## src/rtl/lbus_pkg.sv

```systemverilog
package lbus_pkg;

  // Widths of the multiplexed bus and of its fields.
  localparam int WORD_W = 32;
  localparam int LEN_W = 2;
  localparam int ADDR_LSB = 2;
  localparam int LEN_LSB = 0;

  // Depth of the write-data buffer.
  localparam int WFIFO_DEPTH = 4;

  // The bus clock is the input clock divided by this ratio.
  localparam int CLK_DIV_RATIO = 2;

  // Number of synchronised pin bits: hold, ready, lock and the data lines.
  localparam int SYNC_W = WORD_W + 3;

  // Reset values of the pins.
  localparam logic [31:0] LAD_RST = 32'h0000_0000;
  localparam logic STROBE_N_RST = 1'b1;
  localparam logic DIR_RST = 1'b0;

  // Transfer lengths as carried in the low address bits.
  localparam logic [1:0] LEN_ONE = 2'h0;
  localparam logic [1:0] LEN_TWO = 2'h1;
  localparam logic [1:0] LEN_THREE = 2'h2;
  localparam logic [1:0] LEN_FOUR = 2'h3;

endpackage

```

## src/rtl/local_bus_master.sv

```systemverilog
// Notes on behaviour
// - Bus clock is input clock halved.
// - Address state: word address, length in bits 1:0.
// - Data state carries full 32-bit data word.
// - Data lines float unless driving address or writes.
// - Length code 00..11 means one to four words.
// - Latch strobe low in address state, high before data.
// - Latch strobe active low, floats in hold.
// - Status strobe low in address, high next data.
// - Burst: status strobe again after each ready but the last.
// - Write/read shown at address, held through data.
// - Direction low for reads and acknowledges, high writes.
// - Direction never changes while data enable asserted.
// - No ready in data state inserts a wait state.
// - No status strobe after a data state without ready.
// - Lock keeps other masters off during read-modify-write.
// - Lock is open drain, driven and sensed.
// - Wait for foreign lock; lock at read, release at write.
// - Lock also held during interrupt acknowledges.
// - Hold grant floats bus lines and raises grant.
module local_bus_master (
  // Clock and reset.
  input wire logic SYS_CLK,
  input wire logic RESETN,
  // Transaction requests.
  input wire logic REQ_VALID,
  output logic REQ_ACK,
  input wire logic REQ_WRITE,
  input wire logic REQ_LOCKED,
  input wire logic REQ_INTACK,
  input wire logic [29:0] REQ_WORD_ADDR,
  input wire logic [1:0] REQ_LEN,
  // Write data.
  input wire logic WDATA_VALID,
  output logic WDATA_READY,
  input wire logic [31:0] WDATA,
  // Read data.
  output logic RDATA_VALID,
  output logic [31:0] RDATA,
  // Bus pins.
  output logic PROC_CLK,
  input wire logic [31:0] MUXED_ADDR_DATA_I,
  output logic [31:0] MUXED_ADDR_DATA_O,
  output logic MUXED_ADDR_DATA_OE,
  output logic ADDR_LATCH_STROBE_N,
  output logic ADDR_LATCH_STROBE_OE,
  output logic ADDR_DATA_STATUS_N,
  output logic WRITE_NOT_READ,
  output logic TRANSCEIVER_DIRECTION,
  output logic DATA_ENABLE_N,
  output logic CTRL_OE,
  input wire logic READY_N,
  // Lock line and hold handshake.
  input wire logic BUS_LOCK_N_I,
  output logic BUS_LOCK_N_O,
  output logic BUS_LOCK_N_OE,
  input wire logic HOLD_REQ,
  output logic HOLD_GRANT
);

  typedef enum logic [2:0] {ST_IDLE, ST_ADDR, ST_DATA, ST_WAIT, ST_HOLD} bus_state_t;

  logic [lbus_pkg::SYNC_W-1:0] sync_out;
  logic hold_s, ready_s, lock_s;
  logic [31:0] lad_s;
  logic [31:0] wf_data, wf_next;
  logic wf_valid, wf_pop;
  logic [2:0] wf_level;

  pin_sync #(.W(lbus_pkg::SYNC_W)) u_sync (
    .clk(SYS_CLK),
    .rst_n(RESETN),
    .pin_in({HOLD_REQ, READY_N, BUS_LOCK_N_I, MUXED_ADDR_DATA_I}),
    .pin_out(sync_out)
  );

  assign hold_s = sync_out[lbus_pkg::WORD_W + 2];
  assign ready_s = !sync_out[lbus_pkg::WORD_W + 1];
  assign lock_s = !sync_out[lbus_pkg::WORD_W];
  assign lad_s = sync_out[lbus_pkg::WORD_W-1:0];

  word_fifo #(.WIDTH(lbus_pkg::WORD_W), .DEPTH(lbus_pkg::WFIFO_DEPTH)) u_wfifo (
    .clk(SYS_CLK),
    .rst_n(RESETN),
    .in_valid(WDATA_VALID),
    .in_ready(WDATA_READY),
    .in_data(WDATA),
    .out_valid(wf_valid),
    .out_ready(wf_pop),
    .out_data(wf_data),
    .out_next(wf_next),
    .level(wf_level)
  );

  // Bus sequencer state.
  bus_state_t state_q, state_d;
  logic phase_q, phase_d;
  logic [1:0] cnt_q, cnt_d;
  logic wr_q, wr_d;
  logic intack_q, intack_d;
  logic lock_q, lock_d;
  logic [29:0] addr_q, addr_d;
  logic [1:0] len_q, len_d;
  logic take, lock_busy, can_start, done, beat;

  assign lock_busy = lock_s && !lock_q;
  assign can_start = REQ_VALID && (!REQ_WRITE || (wf_level > {1'b0, REQ_LEN}))
                     && !((REQ_LOCKED || REQ_INTACK) && lock_busy);
  assign beat = phase_q && ready_s && (state_q == ST_DATA || state_q == ST_WAIT);
  assign done = beat && (cnt_q == 2'h0);
  assign wf_pop = beat && wr_q && wf_valid;

  always_comb begin
    phase_d = !phase_q;
    state_d = state_q;
    cnt_d = cnt_q;
    wr_d = wr_q;
    intack_d = intack_q;
    lock_d = lock_q;
    addr_d = addr_q;
    len_d = len_q;
    take = 1'b0;
    if (phase_q) begin
      case (state_q)
        ST_IDLE: begin
          if (hold_s && !lock_q) begin
            state_d = ST_HOLD;
          end else if (can_start) begin
            take = 1'b1;
          end
        end
        ST_ADDR: begin
          state_d = ST_DATA;
        end
        ST_DATA, ST_WAIT: begin
          if (!ready_s) begin
            state_d = ST_WAIT;
          end else if (cnt_q != 2'h0) begin
            cnt_d = cnt_q - 2'h1;
            state_d = ST_DATA;
          end else begin
            state_d = ST_IDLE;
            if (intack_q) begin
              lock_d = 1'b0;
            end
            if (!(hold_s && !lock_d) && can_start) begin
              take = 1'b1;
            end
          end
        end
        ST_HOLD: begin
          if (!hold_s) begin
            state_d = ST_IDLE;
          end
        end
        default: begin
          state_d = ST_IDLE;
        end
      endcase
    end
    if (take) begin
      state_d = ST_ADDR;
      wr_d = REQ_WRITE;
      intack_d = REQ_INTACK;
      addr_d = REQ_WORD_ADDR;
      len_d = REQ_LEN;
      cnt_d = REQ_LEN;
      if (REQ_WRITE) begin
        lock_d = 1'b0;
      end else if (REQ_LOCKED || REQ_INTACK) begin
        lock_d = 1'b1;
      end
    end
  end

  always_ff @(posedge SYS_CLK or negedge RESETN) begin
    if (!RESETN) begin
      state_q <= ST_IDLE;
      phase_q <= 1'b0;
      cnt_q <= 2'h0;
      wr_q <= 1'b0;
      intack_q <= 1'b0;
      lock_q <= 1'b0;
      addr_q <= 30'h0000_0000;
      len_q <= lbus_pkg::LEN_ONE;
    end else begin
      state_q <= state_d;
      phase_q <= phase_d;
      cnt_q <= cnt_d;
      wr_q <= wr_d;
      intack_q <= intack_d;
      lock_q <= lock_d;
      addr_q <= addr_d;
      len_q <= len_d;
    end
  end

  // Registered pin outputs.
  logic [31:0] lad_o_q, lad_o_d, rdata_q, rdata_d;
  logic lad_oe_q, lad_oe_d, ale_n_q, ale_n_d, ale_oe_q, ale_oe_d;
  logic ads_n_q, ads_n_d, wnr_q, wnr_d, dir_q, dir_d, den_n_q, den_n_d;
  logic ctrl_oe_q, ctrl_oe_d, hold_grant_q, hold_grant_d, ack_q, ack_d, rvalid_q, rvalid_d;
  logic in_data;

  assign in_data = (state_d == ST_DATA || state_d == ST_WAIT);

  always_comb begin
    lad_o_d = lad_o_q;
    lad_oe_d = lad_oe_q;
    ale_n_d = lbus_pkg::STROBE_N_RST;
    ale_oe_d = ale_oe_q;
    ads_n_d = ads_n_q;
    wnr_d = wnr_q;
    dir_d = dir_q;
    den_n_d = den_n_q;
    ctrl_oe_d = ctrl_oe_q;
    hold_grant_d = hold_grant_q;
    ack_d = take;
    rdata_d = rdata_q;
    rvalid_d = 1'b0;
    if (beat && !wr_q) begin
      rdata_d = lad_s;
      rvalid_d = 1'b1;
    end
    if (phase_q) begin
      ale_n_d = !(state_d == ST_ADDR);
      ads_n_d = !(state_d == ST_ADDR || (state_d == ST_DATA && beat));
      den_n_d = !in_data;
      ale_oe_d = (state_d != ST_HOLD);
      ctrl_oe_d = (state_d != ST_HOLD);
      hold_grant_d = (state_d == ST_HOLD);
      if (state_d == ST_ADDR) begin
        lad_o_d = {addr_d, len_d};
        lad_oe_d = 1'b1;
        wnr_d = wr_d;
        dir_d = wr_d && !intack_d;
      end else if (in_data && wr_d) begin
        lad_o_d = wf_pop ? wf_next : wf_data;
        lad_oe_d = 1'b1;
      end else begin
        lad_o_d = lbus_pkg::LAD_RST;
        lad_oe_d = 1'b0;
      end
    end
  end

  always_ff @(posedge SYS_CLK or negedge RESETN) begin
    if (!RESETN) begin
      lad_o_q <= lbus_pkg::LAD_RST;
      lad_oe_q <= 1'b0;
      ale_n_q <= lbus_pkg::STROBE_N_RST;
      ale_oe_q <= 1'b1;
      ads_n_q <= lbus_pkg::STROBE_N_RST;
      wnr_q <= lbus_pkg::DIR_RST;
      dir_q <= lbus_pkg::DIR_RST;
      den_n_q <= lbus_pkg::STROBE_N_RST;
      ctrl_oe_q <= 1'b1;
      hold_grant_q <= 1'b0;
      ack_q <= 1'b0;
      rdata_q <= lbus_pkg::LAD_RST;
      rvalid_q <= 1'b0;
    end else begin
      lad_o_q <= lad_o_d;
      lad_oe_q <= lad_oe_d;
      ale_n_q <= ale_n_d;
      ale_oe_q <= ale_oe_d;
      ads_n_q <= ads_n_d;
      wnr_q <= wnr_d;
      dir_q <= dir_d;
      den_n_q <= den_n_d;
      ctrl_oe_q <= ctrl_oe_d;
      hold_grant_q <= hold_grant_d;
      ack_q <= ack_d;
      rdata_q <= rdata_d;
      rvalid_q <= rvalid_d;
    end
  end

  assign PROC_CLK = phase_q;
  assign MUXED_ADDR_DATA_O = lad_o_q;
  assign MUXED_ADDR_DATA_OE = lad_oe_q;
  assign ADDR_LATCH_STROBE_N = ale_n_q;
  assign ADDR_LATCH_STROBE_OE = ale_oe_q;
  assign ADDR_DATA_STATUS_N = ads_n_q;
  assign WRITE_NOT_READ = wnr_q;
  assign TRANSCEIVER_DIRECTION = dir_q;
  assign DATA_ENABLE_N = den_n_q;
  assign CTRL_OE = ctrl_oe_q;
  assign HOLD_GRANT = hold_grant_q;
  assign REQ_ACK = ack_q;
  assign RDATA = rdata_q;
  assign RDATA_VALID = rvalid_q;
  // The lock line is only ever pulled low, and it is sensed back as well.
  assign BUS_LOCK_N_O = 1'b0;
  assign BUS_LOCK_N_OE = lock_q;
endmodule

```

## src/rtl/pin_sync.sv

```systemverilog
module pin_sync #(
  parameter int W = 1
) (
  // Clock and reset.
  input wire logic clk,
  input wire logic rst_n,
  // Pins and their synchronised copies.
  input wire logic [W-1:0] pin_in,
  output logic [W-1:0] pin_out
);

  if (W < 1) begin : g_bad_params
    $error("pin_sync needs W of at least 1");
  end

  generate
    for (genvar i = 0; i < W; i++) begin : g_bit
      logic first_q;
      logic second_q;
      always_ff @(posedge clk or negedge rst_n) begin
        if (!rst_n) begin
          first_q <= 1'b0;
          second_q <= 1'b0;
        end else begin
          first_q <= pin_in[i];
          second_q <= first_q;
        end
      end
      assign pin_out[i] = second_q;
    end
  endgenerate

endmodule

```

## src/rtl/word_fifo.sv

```systemverilog
module word_fifo #(
  parameter int WIDTH = 32,
  parameter int DEPTH = 4
) (
  // Clock and reset.
  input wire logic clk,
  input wire logic rst_n,
  // Filling side.
  input wire logic in_valid,
  output logic in_ready,
  input wire logic [WIDTH-1:0] in_data,
  // Draining side.
  output logic out_valid,
  input wire logic out_ready,
  output logic [WIDTH-1:0] out_data,
  output logic [WIDTH-1:0] out_next,
  output logic [$clog2(DEPTH+1)-1:0] level
);

  localparam int PW = (DEPTH > 1) ? $clog2(DEPTH) : 1;
  localparam int CW = $clog2(DEPTH + 1);

  if (DEPTH < 2 || WIDTH < 1) begin : g_bad_params
    $error("word_fifo needs DEPTH of at least 2 and WIDTH of at least 1");
  end

  logic [WIDTH-1:0] mem_q [DEPTH];
  logic [PW-1:0] rd_q, rd_d, wr_q, wr_d;
  logic [CW-1:0] cnt_q, cnt_d;
  logic full_q, full_d, empty_q, empty_d;
  logic push, pop;

  assign push = in_valid && !full_q;
  assign pop = out_ready && !empty_q;

  always_comb begin
    rd_d = rd_q;
    wr_d = wr_q;
    cnt_d = cnt_q;
    if (push) begin
      wr_d = (wr_q == PW'(DEPTH - 1)) ? '0 : wr_q + 1'b1;
    end
    if (pop) begin
      rd_d = (rd_q == PW'(DEPTH - 1)) ? '0 : rd_q + 1'b1;
    end
    if (push && !pop) begin
      cnt_d = cnt_q + 1'b1;
    end else if (pop && !push) begin
      cnt_d = cnt_q - 1'b1;
    end
    full_d = (cnt_d == CW'(DEPTH));
    empty_d = (cnt_d == '0);
  end

  always_ff @(posedge clk or negedge rst_n) begin
    if (!rst_n) begin
      rd_q <= '0;
      wr_q <= '0;
      cnt_q <= '0;
      full_q <= 1'b0;
      empty_q <= 1'b1;
    end else begin
      rd_q <= rd_d;
      wr_q <= wr_d;
      cnt_q <= cnt_d;
      full_q <= full_d;
      empty_q <= empty_d;
    end
  end

  always_ff @(posedge clk) begin
    if (push) begin
      mem_q[wr_q] <= in_data;
    end
  end

  assign in_ready = !full_q;
  assign out_valid = !empty_q;
  assign out_data = mem_q[rd_q];
  assign out_next = mem_q[(rd_q == PW'(DEPTH - 1)) ? '0 : rd_q + 1'b1];
  assign level = cnt_q;

endmodule

```

## config.mk

```make
export PLATFORM = sky130hd
export DESIGN_NAME = local_bus_master
export DESIGN_NICKNAME = d
export VERILOG_FILES = /design/src/rtl/lbus_pkg.sv /design/src/rtl/local_bus_master.sv /design/src/rtl/pin_sync.sv /design/src/rtl/word_fifo.sv
export SDC_FILE = /design/constraint.sdc
export NUM_CORES = 1
export LEC_CHECK = 0
export ABC_AREA = 0
export ABC_CLOCK_PERIOD_IN_PS = 5400
export BUFFER_PORTS_ARGS = -buffer_cell sky130_fd_sc_hd__buf_2
export CORE_MARGIN = 3
export CORE_UTILIZATION = 35
export DETAILED_ROUTE_END_ITERATION = 8
export MAX_ROUTING_LAYER = met4
export PLACE_DENSITY = 0.56
export SETUP_SLACK_MARGIN = 0.15
export SLEW_MARGIN = 20
export SYNTH_ARGS = -nofsm -noshare
export SYNTH_HDL_FRONTEND = slang
export SYNTH_SLANG_ARGS = --single-unit
```

## constraint.sdc

```tcl
create_clock -name SYS_CLK -period 5.4 [get_ports SYS_CLK]
set_clock_uncertainty 0.2 [all_clocks]
set_input_delay 0.27 -clock SYS_CLK [delete_from_list [all_inputs] [get_ports SYS_CLK]]
set_output_delay 0.27 -clock SYS_CLK [all_outputs]
set_load 0.05 [all_outputs]
```

==> results of run 1 <==
report_power, final:
part           internal (W)  switching [W]
Combinational       0.00131        0.00202
Clock               0.00135       0.000869
Sequential          0.00281       0.000293
through the flow:
stage	area, um^2	utilization (%)	total power (W)	std cells
2_1_floorplan	12100	-	0.00566	754
3_3_place_gp	13300	39.5	0.00641	1341
3_5_place_dp	13300	39.5	0.00646	1341
4_1_cts	15500	45.7	0.00879	1504
5_1_grt	15500	45.7	0.00916	1504
6_report	15500	45.7	0.00867	1504
final cells by class:
class / instances / share of cell area [%]
clock buffers: 48 / 6.05
repair buffers: 293 / 13.0
inverters: 12 / 0.291
multi-input cells: 400 / 24.9
flip-flops and latches: 290 / 51.2
clock inverters: 13 / 0.980
well taps: 448 / 3.63
state kept, by name, indices dropped and copies added (netlist names), 2 cells and up:
name,flops
u_wfifo.mem_q,128
u_sync.g_bit.first_q,35
u_sync.g_bit.second_q,35
MUXED_ADDR_DATA_O,32
RDATA,32
state_q,3
u_wfifo.level,3
cnt_q,2
u_wfifo.rd_q,2
u_wfifo.wr_q,2
path summary, 6_finish.rpt:
kind / start / endpoint / slack (ns) / cells past startpoint
worst min-delay path: WDATA_VALID / u_wfifo.wr_q[0] / 0.05 / 4
worst max register to register: u_wfifo.rd_q[1] / MUXED_ADDR_DATA_O[8] / 1.88 / 7
worst min register to register: u_sync.g_bit[1].first_q / u_sync.g_bit[1].second_q / 0.15 / 0
min in group asynchronous: RESETN / u_sync.g_bit[10].second_q / 0.10 / 2
max in group asynchronous: RESETN / u_sync.g_bit[24].second_q / 3.64 / 3
worst max-delay path: u_wfifo.rd_q[1] / MUXED_ADDR_DATA_O[8] / 1.88 / 7
cell usage in the layout, fill, tap and decap left out, types with 3 or more instances in the layout:
cell type,instances
inv_1,12
clkinvlp_4,3
mux2i_1,28
bufinv_16,3
dlygate4sd3_1,102
buf_2,182
a22o_1,25
o21ai_0,36
nor2_1,9
a32oi_1,29
a221o_1,9
ha_1,9
dfstp_2,5
nand3_1,30
mux2_2,40
clkbuf_16,35
mux4_2,58
o211ai_1,3
and2_2,4
a21oi_1,9
dfrtp_1,155
clkbuf_1,12
nor2b_1,12
nand2b_1,4
nand2_1,52
edfxtp_1,128
clkinv_1,3
buf_4,8
repair_timing:
item                                   CTS  global route
hold buffers                           102             0
setup endpoints to repair                0             0
resized for setup                        0             0
endpoints found under the hold margin  253             0
cells by family after synthesis:
logic type,count (synthesis),share of synthesized area [%]
other,1,0.0311
AND/OR/NAND/NOR,133,5.57
buffers and inverters,64,2.89
AO/OA/AOI/OAI,127,7.90
XOR/XNOR,3,0.218
flip-flops,290,65.5
adder cells (fa/ha/maj),10,1.04
multiplexers,126,16.9
metal layers:
metal	global-route usage, %	vias up
li1	-	3489
met1	21.5	3982
met2	27.7	212
met3	2.76	45
met4	4.77	0
met5	-	-
worst min-delay path, cell delays in order:
cell	delay, ns
buf_2	0.11
nand2b_1	0.11
or3_1	0.11
o21ai_0	0.08
==> impl_metrics.yaml, run 1 <==
outcome:
  status: "finished, final reports clean"
synth:
  synthesis.instances: 754
  syn-mean-instance-area_um2: 16.0
  syn-num-nets: 870
  netlist.area_leader.share_pct: 32.5
  ys_async_sr_fraction_pct: 55.9
  synth_largest_area_cell: "dfrtp_1"
  synth.most_common_cell: "dfrtp_1"
  synth.ff_latch_count: 290
  netlist_area_um2: 12100
  synth_flop_cell: "dfrtp_1"
  synth_cell_types: 57
  ys.warnings.count: 0
  synth_common_cells: "dfrtp_1 (157), edfxtp_1 (128), mux4_2 (58), nand2_1 (52), mux2_2 (40)"
  ys_seq_area_share_pct: 65.5
  synth_edf_count: 128
  netlist_top_cells_area: "dfrtp_1 (33%), edfxtp_1 (32%), mux4_2 (11%)"
drt:
  detail_route.wl_per_cell_um: 19.8
  route.layer.met1.wl_mm: 13.0
  drc: 0
  detail_route.iter0.violations: 415
  met3_length_mm: 1.63
  detail_route.vias_per_cell: 5.14
  finalWirelength_mm: 29.8
  dr_wl_met2_mm: 14.5
  detailroute.via_count: 7728
  detailedRoute.firstPassIterationCount: 4
  detail-route-antenna-nets: 0
  topRoutingLayerUsed: "met4"
cts:
  cts_tree: "done"
  clockRootBuffer: "clkbuf_16"
  cts_buffer_depth: 3
  clk_pin_slew_ns: 0.06
  cts_max_level: 2
  number_of_sinks_handled_by_clock_tree_synthesis: 290
  worstSkewPairLatency_ns: 0.50
  cts.repair_timing.setup_buffer_count: 0
  cts-buffers-inserted: 34
die:
  die_x_um: 192
  initial_utilization_pct: 35.7
  ioPinCount: 185
  floorplan.die_area_um2: 36800
  die_h_um: 192
  fp.coreArea_um2: 33800
  rows: 67
global_routing:
  groute.usage.overall_pct: 16.8
  grt_pass1_wl_mm: 46.5
  grt_antenna_before_repair: 0
  grt_start_max_net_pins: 70
  grt_pass1_vias: 8099
  globalRouteOverflowTotal: 0
sta:
  hold_fails_final_rpt: 0
  max_freq_ghz: 0.284
  worstMarginPinSlew_ns: 1.02
  finalSetupViolations: 0
  setup-tns-final_ns: 0
  report.final.slew_viol_count: 0
  finalCriticalPeriod_ns: 3.52
  timing.hold.ws_ns: 0.0463
  fin_ws_ns: 1.88
  rsz_0062_raised_after_global_routing: "no"
  max_slew_margin_pct: 31.9
  final_min_period_over_clock_period_pct: 65.1
cells_and_area:
  layout.area.seq_um2: 7910
  antennaDiodeCount: 0
  finish.net_count: 1147
  final_layout_size_suffix_gt1_share_pct: 34.4
  area_taken_by_multi_input_logic_gates_um2: 3850
  filler_cells: 3005
  area_growth_syn_to_layout_pct: 28.0
worst_hold_path:
  min_path_type: "in2reg"
worst_setup_path:
  crit_chain: "ha_2, nor2_4, buf_4, mux4_2, mux2i_1, a22o_1, a32oi_1"
  worst_path_largest_cell_delay_ns: 0.75
  critical_path_peak_fanout: 36
  cpLargestDelayFamily: "flip-flops"
  cp-end-kind: "flop"
  cp.arrival_ns: 3.65
  critical-path-slowest-cell: "dfrtp_2"
  crit_path_start_kind: "flop"
  critical_path.n_buffers_inverters: 1
  critPathRequiredTime_ns: 5.53
  crit_type: "reg2reg"
power:
  cellPowerDensity_nw_per_um2: 561
  ir_worst_vdd_v: 0.000338
  power.leakage_nw: 6.25
place:
  finalWeightedCongestion: 0.766
  port_buffer_count: 183
  dpl.hpwl_mm: 18.5
  place_ws_ns: 1.81
flow_run:
  cap_violations: 0
Note: power is estimated with default switching activity, not from simulation.
==> inputs of run 2 (changes only) <==
Settings changed: ABC_AREA 0 to 1, ABC_CLOCK_PERIOD_IN_PS 5400 to 3400, PLACE_DENSITY 0.56 to 0.55.
Clock period 5.4 ns to 3.4 ns, I/O delays scaled along.
==> impl_metrics.yaml, run 2 <==
outcome:
  status: "finished, final reports clean"
cells_and_area:
  mostFrequentLayoutCell: "nand2_1"
  most_used_cells_in_the_layout_excluding_fill_and_tap_cells: "nand2_1 (534), dfrtp_1 (182), buf_2 (182)"
  largest_registers_ranked_by_flip_flop_count: "u_wfifo.mem_q x128, u_sync.g_bit.first_q x35, u_sync.g_bit.second_q x35"
  final_layout_size_suffix_gt1_share_pct: 17.2
  finish.net_count: 1812
  count_of_non_filler_cells_in_the_finished_layout: 2236
  max_flop_register: "u_wfifo.mem_q"
  area_growth_syn_to_layout_pct: 27.8
  largest_reg_flops: 128
  filler_cells: 3602
worst_setup_path:
  r2r_start: "u_wfifo.level[1]"
  worst_path_largest_cell_delay_ns: 0.69
  crit_chain: "ha_1, nand2_1, nand2_1, nand2_1, nand2_1, nand3_4, a21oi_4, nand2_1, nand2_1, nand2_1, nand2_1"
  critical_path.n_buffers_inverters: 0
  cp-end-kind: "flop"
  crit_path_start_kind: "flop"
  reg2reg_slack_ns: 0.84
  timing.critical_path.mode_cell: "nand2_1"
  critical_path_peak_fanout: 26
  cp_num_cells: 11
  ff2ff_path_depth: 11
  cpLargestDelayFamily: "simple AND/OR/NAND/NOR gates"
  crit_type: "reg2reg"
  cp.arrival_ns: 2.81
  critical-path-slowest-cell: "a21oi_4"
  critPathRequiredTime_ns: 3.65
  regToRegEndpoint: "MUXED_ADDR_DATA_O[14]"
sta:
  finalSetupViolations: 0
  rsz_0062_raised_after_global_routing: "no"
  final_min_period_over_clock_period_pct: 75.3
  finalCriticalPeriod_ns: 2.56
  max_freq_ghz: 0.391
  max_slew_margin_pct: 32.8
  fin_ws_ns: 0.840
  report.final.slew_viol_count: 0
  worstMarginPinSlew_ns: 1.01
  timing.hold.ws_ns: 0.0240
  setup-tns-final_ns: 0
  hold_fails_final_rpt: 0
global_routing:
  grt_pass1_wl_mm: 57.7
  groute.usage.overall_pct: 18.2
  grt_antenna_before_repair: 1
  grt_pass1_vias: 10368
  globalRouteOverflowTotal: 0
  grt_start_max_net_pins: 89
cts:
  cts.repair_timing.setup_buffer_count: 0
  cts-buffers-inserted: 37
  worstSkewPairLatency_ns: 0.51
  number_of_hold_buffers_added_after_cts: 103
  cts_tree: "done"
  clk_pin_slew_ns: 0.06
  quantity_of_gates_resized_following_cts: 0
  cts_max_level: 2
  clockRootBuffer: "clkbuf_16"
  number_of_sinks_handled_by_clock_tree_synthesis: 316
  cts_buffer_depth: 3
power:
  power.leakage_nw: 8.25
  comb_power_share_pct: 42.5
  totalPowerFinal_w: 0.0161
  share_of_total_power_consumed_by_net_switching_pct: 43.0
  clock_power_share_pct: 23.9
  cellPowerDensity_nw_per_um2: 938
  ir_worst_vdd_v: 0.000394
  p_switching_w: 0.00692
  p_int_w: 0.00916
  share_seq_of_total_power_pct: 33.6
die:
  floorplan.die_area_um2: 40700
  rows: 71
  ioPinCount: 185
  fp.coreArea_um2: 37700
  initial_utilization_pct: 35.6
  die_h_um: 202
  die_x_um: 202
synth:
  synthesis.instances: 1418
  synth_cell_types: 38
  ys.warnings.count: 0
  netlist.area_leader.share_pct: 34.2
  ys_async_sr_fraction_pct: 59.5
  syn-mean-instance-area_um2: 9.45
  syn-num-nets: 1534
  synth_largest_area_cell: "dfrtp_1"
  synth_edf_count: 128
  ys_seq_area_share_pct: 63.8
  netlist_top_cells_area: "dfrtp_1 (34%), edfxtp_1 (29%), nand2_1 (15%)"
  synth_flop_cell: "dfrtp_1"
  synth.ff_latch_count: 316
  synth_common_cells: "nand2_1 (534), dfrtp_1 (183), edfxtp_1 (128), inv_1 (123), nand3_1 (103)"
  netlist_area_um2: 13400
  synth.most_common_cell: "nand2_1"
drt:
  drc: 0
  detailroute.via_count: 10546
  dr_wl_met2_mm: 16.8
  detail_route.iter0.violations: 677
  detail_route.vias_per_cell: 4.72
  route.layer.met1.wl_mm: 16.6
  topRoutingLayerUsed: "met4"
  detailedRoute.firstPassIterationCount: 5
  met3_length_mm: 1.97
  detail_route.wl_per_cell_um: 16.1
  detail-route-antenna-nets: 0
  finalWirelength_mm: 36.1
place:
  place_ws_ns: 0.864
  finalWeightedCongestion: 0.790
  dpl.hpwl_mm: 23.3
  port_buffer_count: 183
  place_inst: 2065
worst_hold_path:
  hold_start: "REQ_VALID"
  hold_path_depth: 4
  hold-path-endpoint: "ADDR_LATCH_STROBE_N"
  min_path_type: "in2reg"
flow_run:
  cap_violations: 0
==> run 2: changes by cell type after synthesis, moves of 26 or more <==
cell	before	now
mux2_2	40	0
nand4_1	1	27
mux2i_1	28	0
a21oi_1	10	59
nand2_1	52	534
nand3_1	31	103
inv_1	12	123
clkbuf_1	18	46
a32oi_1	29	0
nor2_1	10	53
o21ai_0	36	68
dfrtp_1	157	183
mux4_2	58	0
==> run 2: routing by layer <==
layer	vias to the layer above	global-route usage (%)
met5	-	-
met3	58	3.11
li1	5152	-
met1	5008	24.6
met4	0	4.73
met2	328	28.8
==> run 2: stage by stage <==
stage                     cell area (um^2)  util, %
final                                17100     45.5
after global routing                 17100     45.5
after CTS                            17100     45.5
after detailed placement             14900     39.6
after global placement               14900     39.6
after floorplan                      13400        -
==> run 2: worst register-to-register path: stages, from the launching register on <==
cell and delay, ns:
dfrtp_1 0.41, ha_1 0.31, nand2_1 0.05, nand2_1 0.05
nand2_1 0.04, nand2_1 0.14, nand3_4 0.25, a21oi_4 0.69
nand2_1 0.15, nand2_1 0.09, nand2_1 0.05, nand2_1 0.06
==> run 2: cells by family (layout without fill, tap and decap cells) <==
| group | count (synthesis) | in the layout | synth area share (%) |
|---|---|---|---|
| compound gates | 153 | 153 | 6.23 |
| xor+xnor | 4 | 4 | 0.261 |
| fa+ha+maj | 10 | 10 | 0.933 |
| buf+inv | 203 | 509 | 6.19 |
| flops | 316 | 316 | 63.8 |
| other cells | 1 | 2 | 0.0280 |
| simple gates | 731 | 731 | 22.5 |
==> run 2: area by class of cell <==
class	count	area (um^2)	area share [%]
Timing Repair Buffer	313	2210	12.9
Tap cell	511	639	3.73
Clock buffer	50	1050	6.11
Multi-Input combinational cell	899	4040	23.6
Clock inverter	17	151	0.884
Antenna cell	1	2.50	0.0146
Sequential cell	316	8560	49.9
Inverter	129	487	2.84
==> run 2: how the worst max path moves through the flow <==
stage / startpoint / endpoint / slack (ns)
5_1_grt: u_wfifo.level[1] / MUXED_ADDR_DATA_O[5] / 0.63
4_1_cts: u_wfifo.level[1] / MUXED_ADDR_DATA_O[12] / 0.84
3_5_place_dp: u_wfifo.level[1] / MUXED_ADDR_DATA_O[12] / 0.86
6_report: u_wfifo.level[1] / MUXED_ADDR_DATA_O[14] / 0.84
2_1_floorplan: u_wfifo.full_q / u_wfifo.mem_q[0][0] / 0.50
3_3_place_gp: state_q[2] / u_wfifo.full_q / 0.86
==> run 2: power by group through the flow <==
stage,clock [W],combinational (W),sequential [W]
after floorplan,0,0.00361,0.00668
final,0.00384,0.00683,0.00541
after detailed placement,0,0.00676,0.00547
after global placement,0,0.00668,0.00546
after global routing,0.00410,0.00760,0.00551
after CTS,0.00396,0.00688,0.00541
==> inputs of run 3 (changes only) <==
Settings changed: ABC_AREA 1 to 0, ABC_CLOCK_PERIOD_IN_PS 3400 to 2500, PLACE_DENSITY 0.55 to 0.56.
Clock period 3.4 ns to 2.5 ns, I/O delays scaled along.
==> impl_metrics.yaml, run 3 (synthesized netlist as in run 1, its figures left out) <==
power:
  clock_power_share_pct: 25.4
  share_seq_of_total_power_pct: 33.8
  share_of_total_power_consumed_by_net_switching_pct: 36.3
  comb_power_share_pct: 40.8
  p_switching_w: 0.00707
  ir_worst_vdd_v: 0.000664
  cellPowerDensity_nw_per_um2: 1220
  power.leakage_nw: 6.46
  p_int_w: 0.0124
sta:
  report.final.slew_viol_count: 0
  max_slew_margin_pct: 63.0
  setup-tns-final_ns: 0
  rsz_0062_raised_after_global_routing: "yes"
  max_freq_ghz: 0.429
  final_min_period_over_clock_period_pct: 93.2
  worstMarginPinSlew_ns: 0.554
  finalSetupViolations: 0
  finalCriticalPeriod_ns: 2.33
  hold_fails_final_rpt: 0
cts:
  cts_tree: "done"
  number_of_sinks_handled_by_clock_tree_synthesis: 290
  cts_buffer_depth: 3
  cts_max_level: 2
  clockRootBuffer: "clkbuf_16"
  clk_pin_slew_ns: 0.06
  cts-buffers-inserted: 35
  worstSkewPairLatency_ns: 0.50
global_routing:
  groute.usage.overall_pct: 17.0
  grt_pass1_wl_mm: 46.5
  grt_antenna_before_repair: 5
  grt_pass1_vias: 8141
  globalRouteOverflowTotal: 0
  grt_start_max_net_pins: 58
die:
  die_h_um: 192
  initial_utilization_pct: 35.7
  ioPinCount: 185
  rows: 67
  die_x_um: 192
  fp.coreArea_um2: 33800
  floorplan.die_area_um2: 36800
worst_setup_path:
  worst_path_largest_cell_delay_ns: 0.51
  cp-end-kind: "flop"
  cp.arrival_ns: 2.49
  critPathRequiredTime_ns: 2.66
  critical_path_peak_fanout: 8
  crit_chain: "ha_4, nor2_4, buf_12, clkbuf_16, mux4_2, mux2i_2, a22o_1, a32oi_1"
  critical-path-slowest-cell: "mux4_2"
  crit_path_start_kind: "flop"
  reg2reg_slack_ns: 0.17
  critical_path.n_buffers_inverters: 2
  regToRegEndpoint: "MUXED_ADDR_DATA_O[23]"
  crit_type: "reg2reg"
  cpLargestDelayFamily: "multiplexers"
  r2r_start: "u_wfifo.rd_q[0]"
  ff2ff_path_depth: 8
drt:
  detail_route.iter0.violations: 387
  finalWirelength_mm: 30.7
  detail_route.vias_per_cell: 5.04
  detailroute.via_count: 7786
  detailedRoute.firstPassIterationCount: 4
  detail_route.wl_per_cell_um: 19.8
  drc: 0
  detail-route-antenna-nets: 0
cells_and_area:
  most_used_cells_in_the_layout_excluding_fill_and_tap_cells: "buf_2 (182), dfrtp_1 (155), edfxtp_1 (128)"
  largest_registers_ranked_by_flip_flop_count: "u_wfifo.mem_q x128, u_sync.g_bit.first_q x35, u_sync.g_bit.second_q x35"
  filler_cells: 2990
  area_growth_syn_to_layout_pct: 32.4
  largest_reg_flops: 128
  final_layout_size_suffix_gt1_share_pct: 38.0
  finish.net_count: 1185
  finalCoreUtilization_pct: 47.3
  mostFrequentLayoutCell: "buf_2"
  max_flop_register: "u_wfifo.mem_q"
place:
  dpl.hpwl_mm: 19.6
  finalWeightedCongestion: 0.729
  port_buffer_count: 183
worst_hold_path:
  hold_start: "READY_N"
  hold_path_depth: 2
  hold-path-endpoint: "u_sync.g_bit[33].first_q"
  min_path_type: "in2reg"
flow_run:
  cap_violations: 0
outcome:
  status: "finished, final reports clean"
run 3: cell types whose count changed in the layout (fill, tap and decap cells not counted), moves of 19 or more:
cell | before | now
a21oi_1 | 59 | 8
a22o_1 | 0 | 25
a32oi_1 | 0 | 29
dfrtp_1 | 182 | 155
inv_1 | 123 | 11
mux2_2 | 0 | 40
mux2i_1 | 0 | 19
mux4_2 | 0 | 58
nand2_1 | 534 | 51
nand3_1 | 103 | 30
nand4_1 | 27 | 1
nor2_1 | 48 | 9
o21ai_0 | 68 | 35
run 3: worst max-delay path by stage:
stage | endpoint | cells past startpoint | start | slack, ns
finish | MUXED_ADDR_DATA_O[23] | 8 | u_wfifo.rd_q[0] | 0.17
global placement | TRANSCEIVER_DIRECTION | 7 | u_wfifo.level[1] | 0.13
floorplan | MUXED_ADDR_DATA_O[0] | 8 | u_wfifo.rd_q[0] | 0.21
detailed placement | TRANSCEIVER_DIRECTION | 7 | u_wfifo.level[1] | 0.11
global route | MUXED_ADDR_DATA_O[8] | 7 | u_wfifo.rd_q[0] | 0.06
CTS | MUXED_ADDR_DATA_O[19] | 7 | u_wfifo.rd_q[0] | 0.16
run 3: through the flow:
step	worst slack (ns)	instances	area (um^2)	total power (W)	hold slack (ns)
after floorplan	0.213	754	12100	0.0122	-0.371
after global placement	0.128	1366	13600	0.0142	-0.0738
after detailed placement	0.108	1366	13600	0.0143	-0.0680
after CTS	0.156	1532	15800	0.0195	0.0249
after global routing	0.0629	1545	16000	0.0206	0.0447
final	0.171	1545	16000	0.0195	0.0569
run 3: repair_timing:
action | 4_1_cts | 5_1_grt
cloned | 0 | 2
buffers inserted | 0 | 6
hold endpoints to repair | 365 | 0
resized for setup | 3 | 16
pin swaps | 0 | 3
setup endpoints to repair | 14 | 32
hold buffers | 106 | 0
run 3: power groups by stage:
stage	clock [W]	sequential [W]	combinational (W)
5_1_grt	0.00531	0.00672	0.00852
4_1_cts	0.00510	0.00660	0.00777
6_report	0.00494	0.00659	0.00794
3_5_place_dp	0	0.00669	0.00761
2_1_floorplan	0	0.00809	0.00414
3_3_place_gp	0	0.00664	0.00753
run 3: layer usage:
metal | vias up | track usage (%) | share of wire [%]
met5 | - | - | 0
met4 | 0 | 4.26 | 1.8
met3 | 40 | 3.80 | 7.4
met2 | 234 | 27.6 | 48
met1 | 3950 | 21.8 | 43
li1 | 3562 | - | -
run 3: final cells by class:
| cell class | instances | area, um^2 | share of cell area, % |
|---|---|---|---|
| clock buffer | 47 | 972 | 6.08 |
| timing repair buffer | 329 | 2420 | 15.1 |
| multi-input combinational | 400 | 3910 | 24.5 |
| sequential | 290 | 7910 | 49.5 |
| timing repair inverter | 1 | 7.51 | 0.0470 |
| antenna | 5 | 12.5 | 0.0783 |
| clock inverter | 13 | 148 | 0.924 |
| inverter | 12 | 48.8 | 0.305 |
| tap | 448 | 561 | 3.51 |
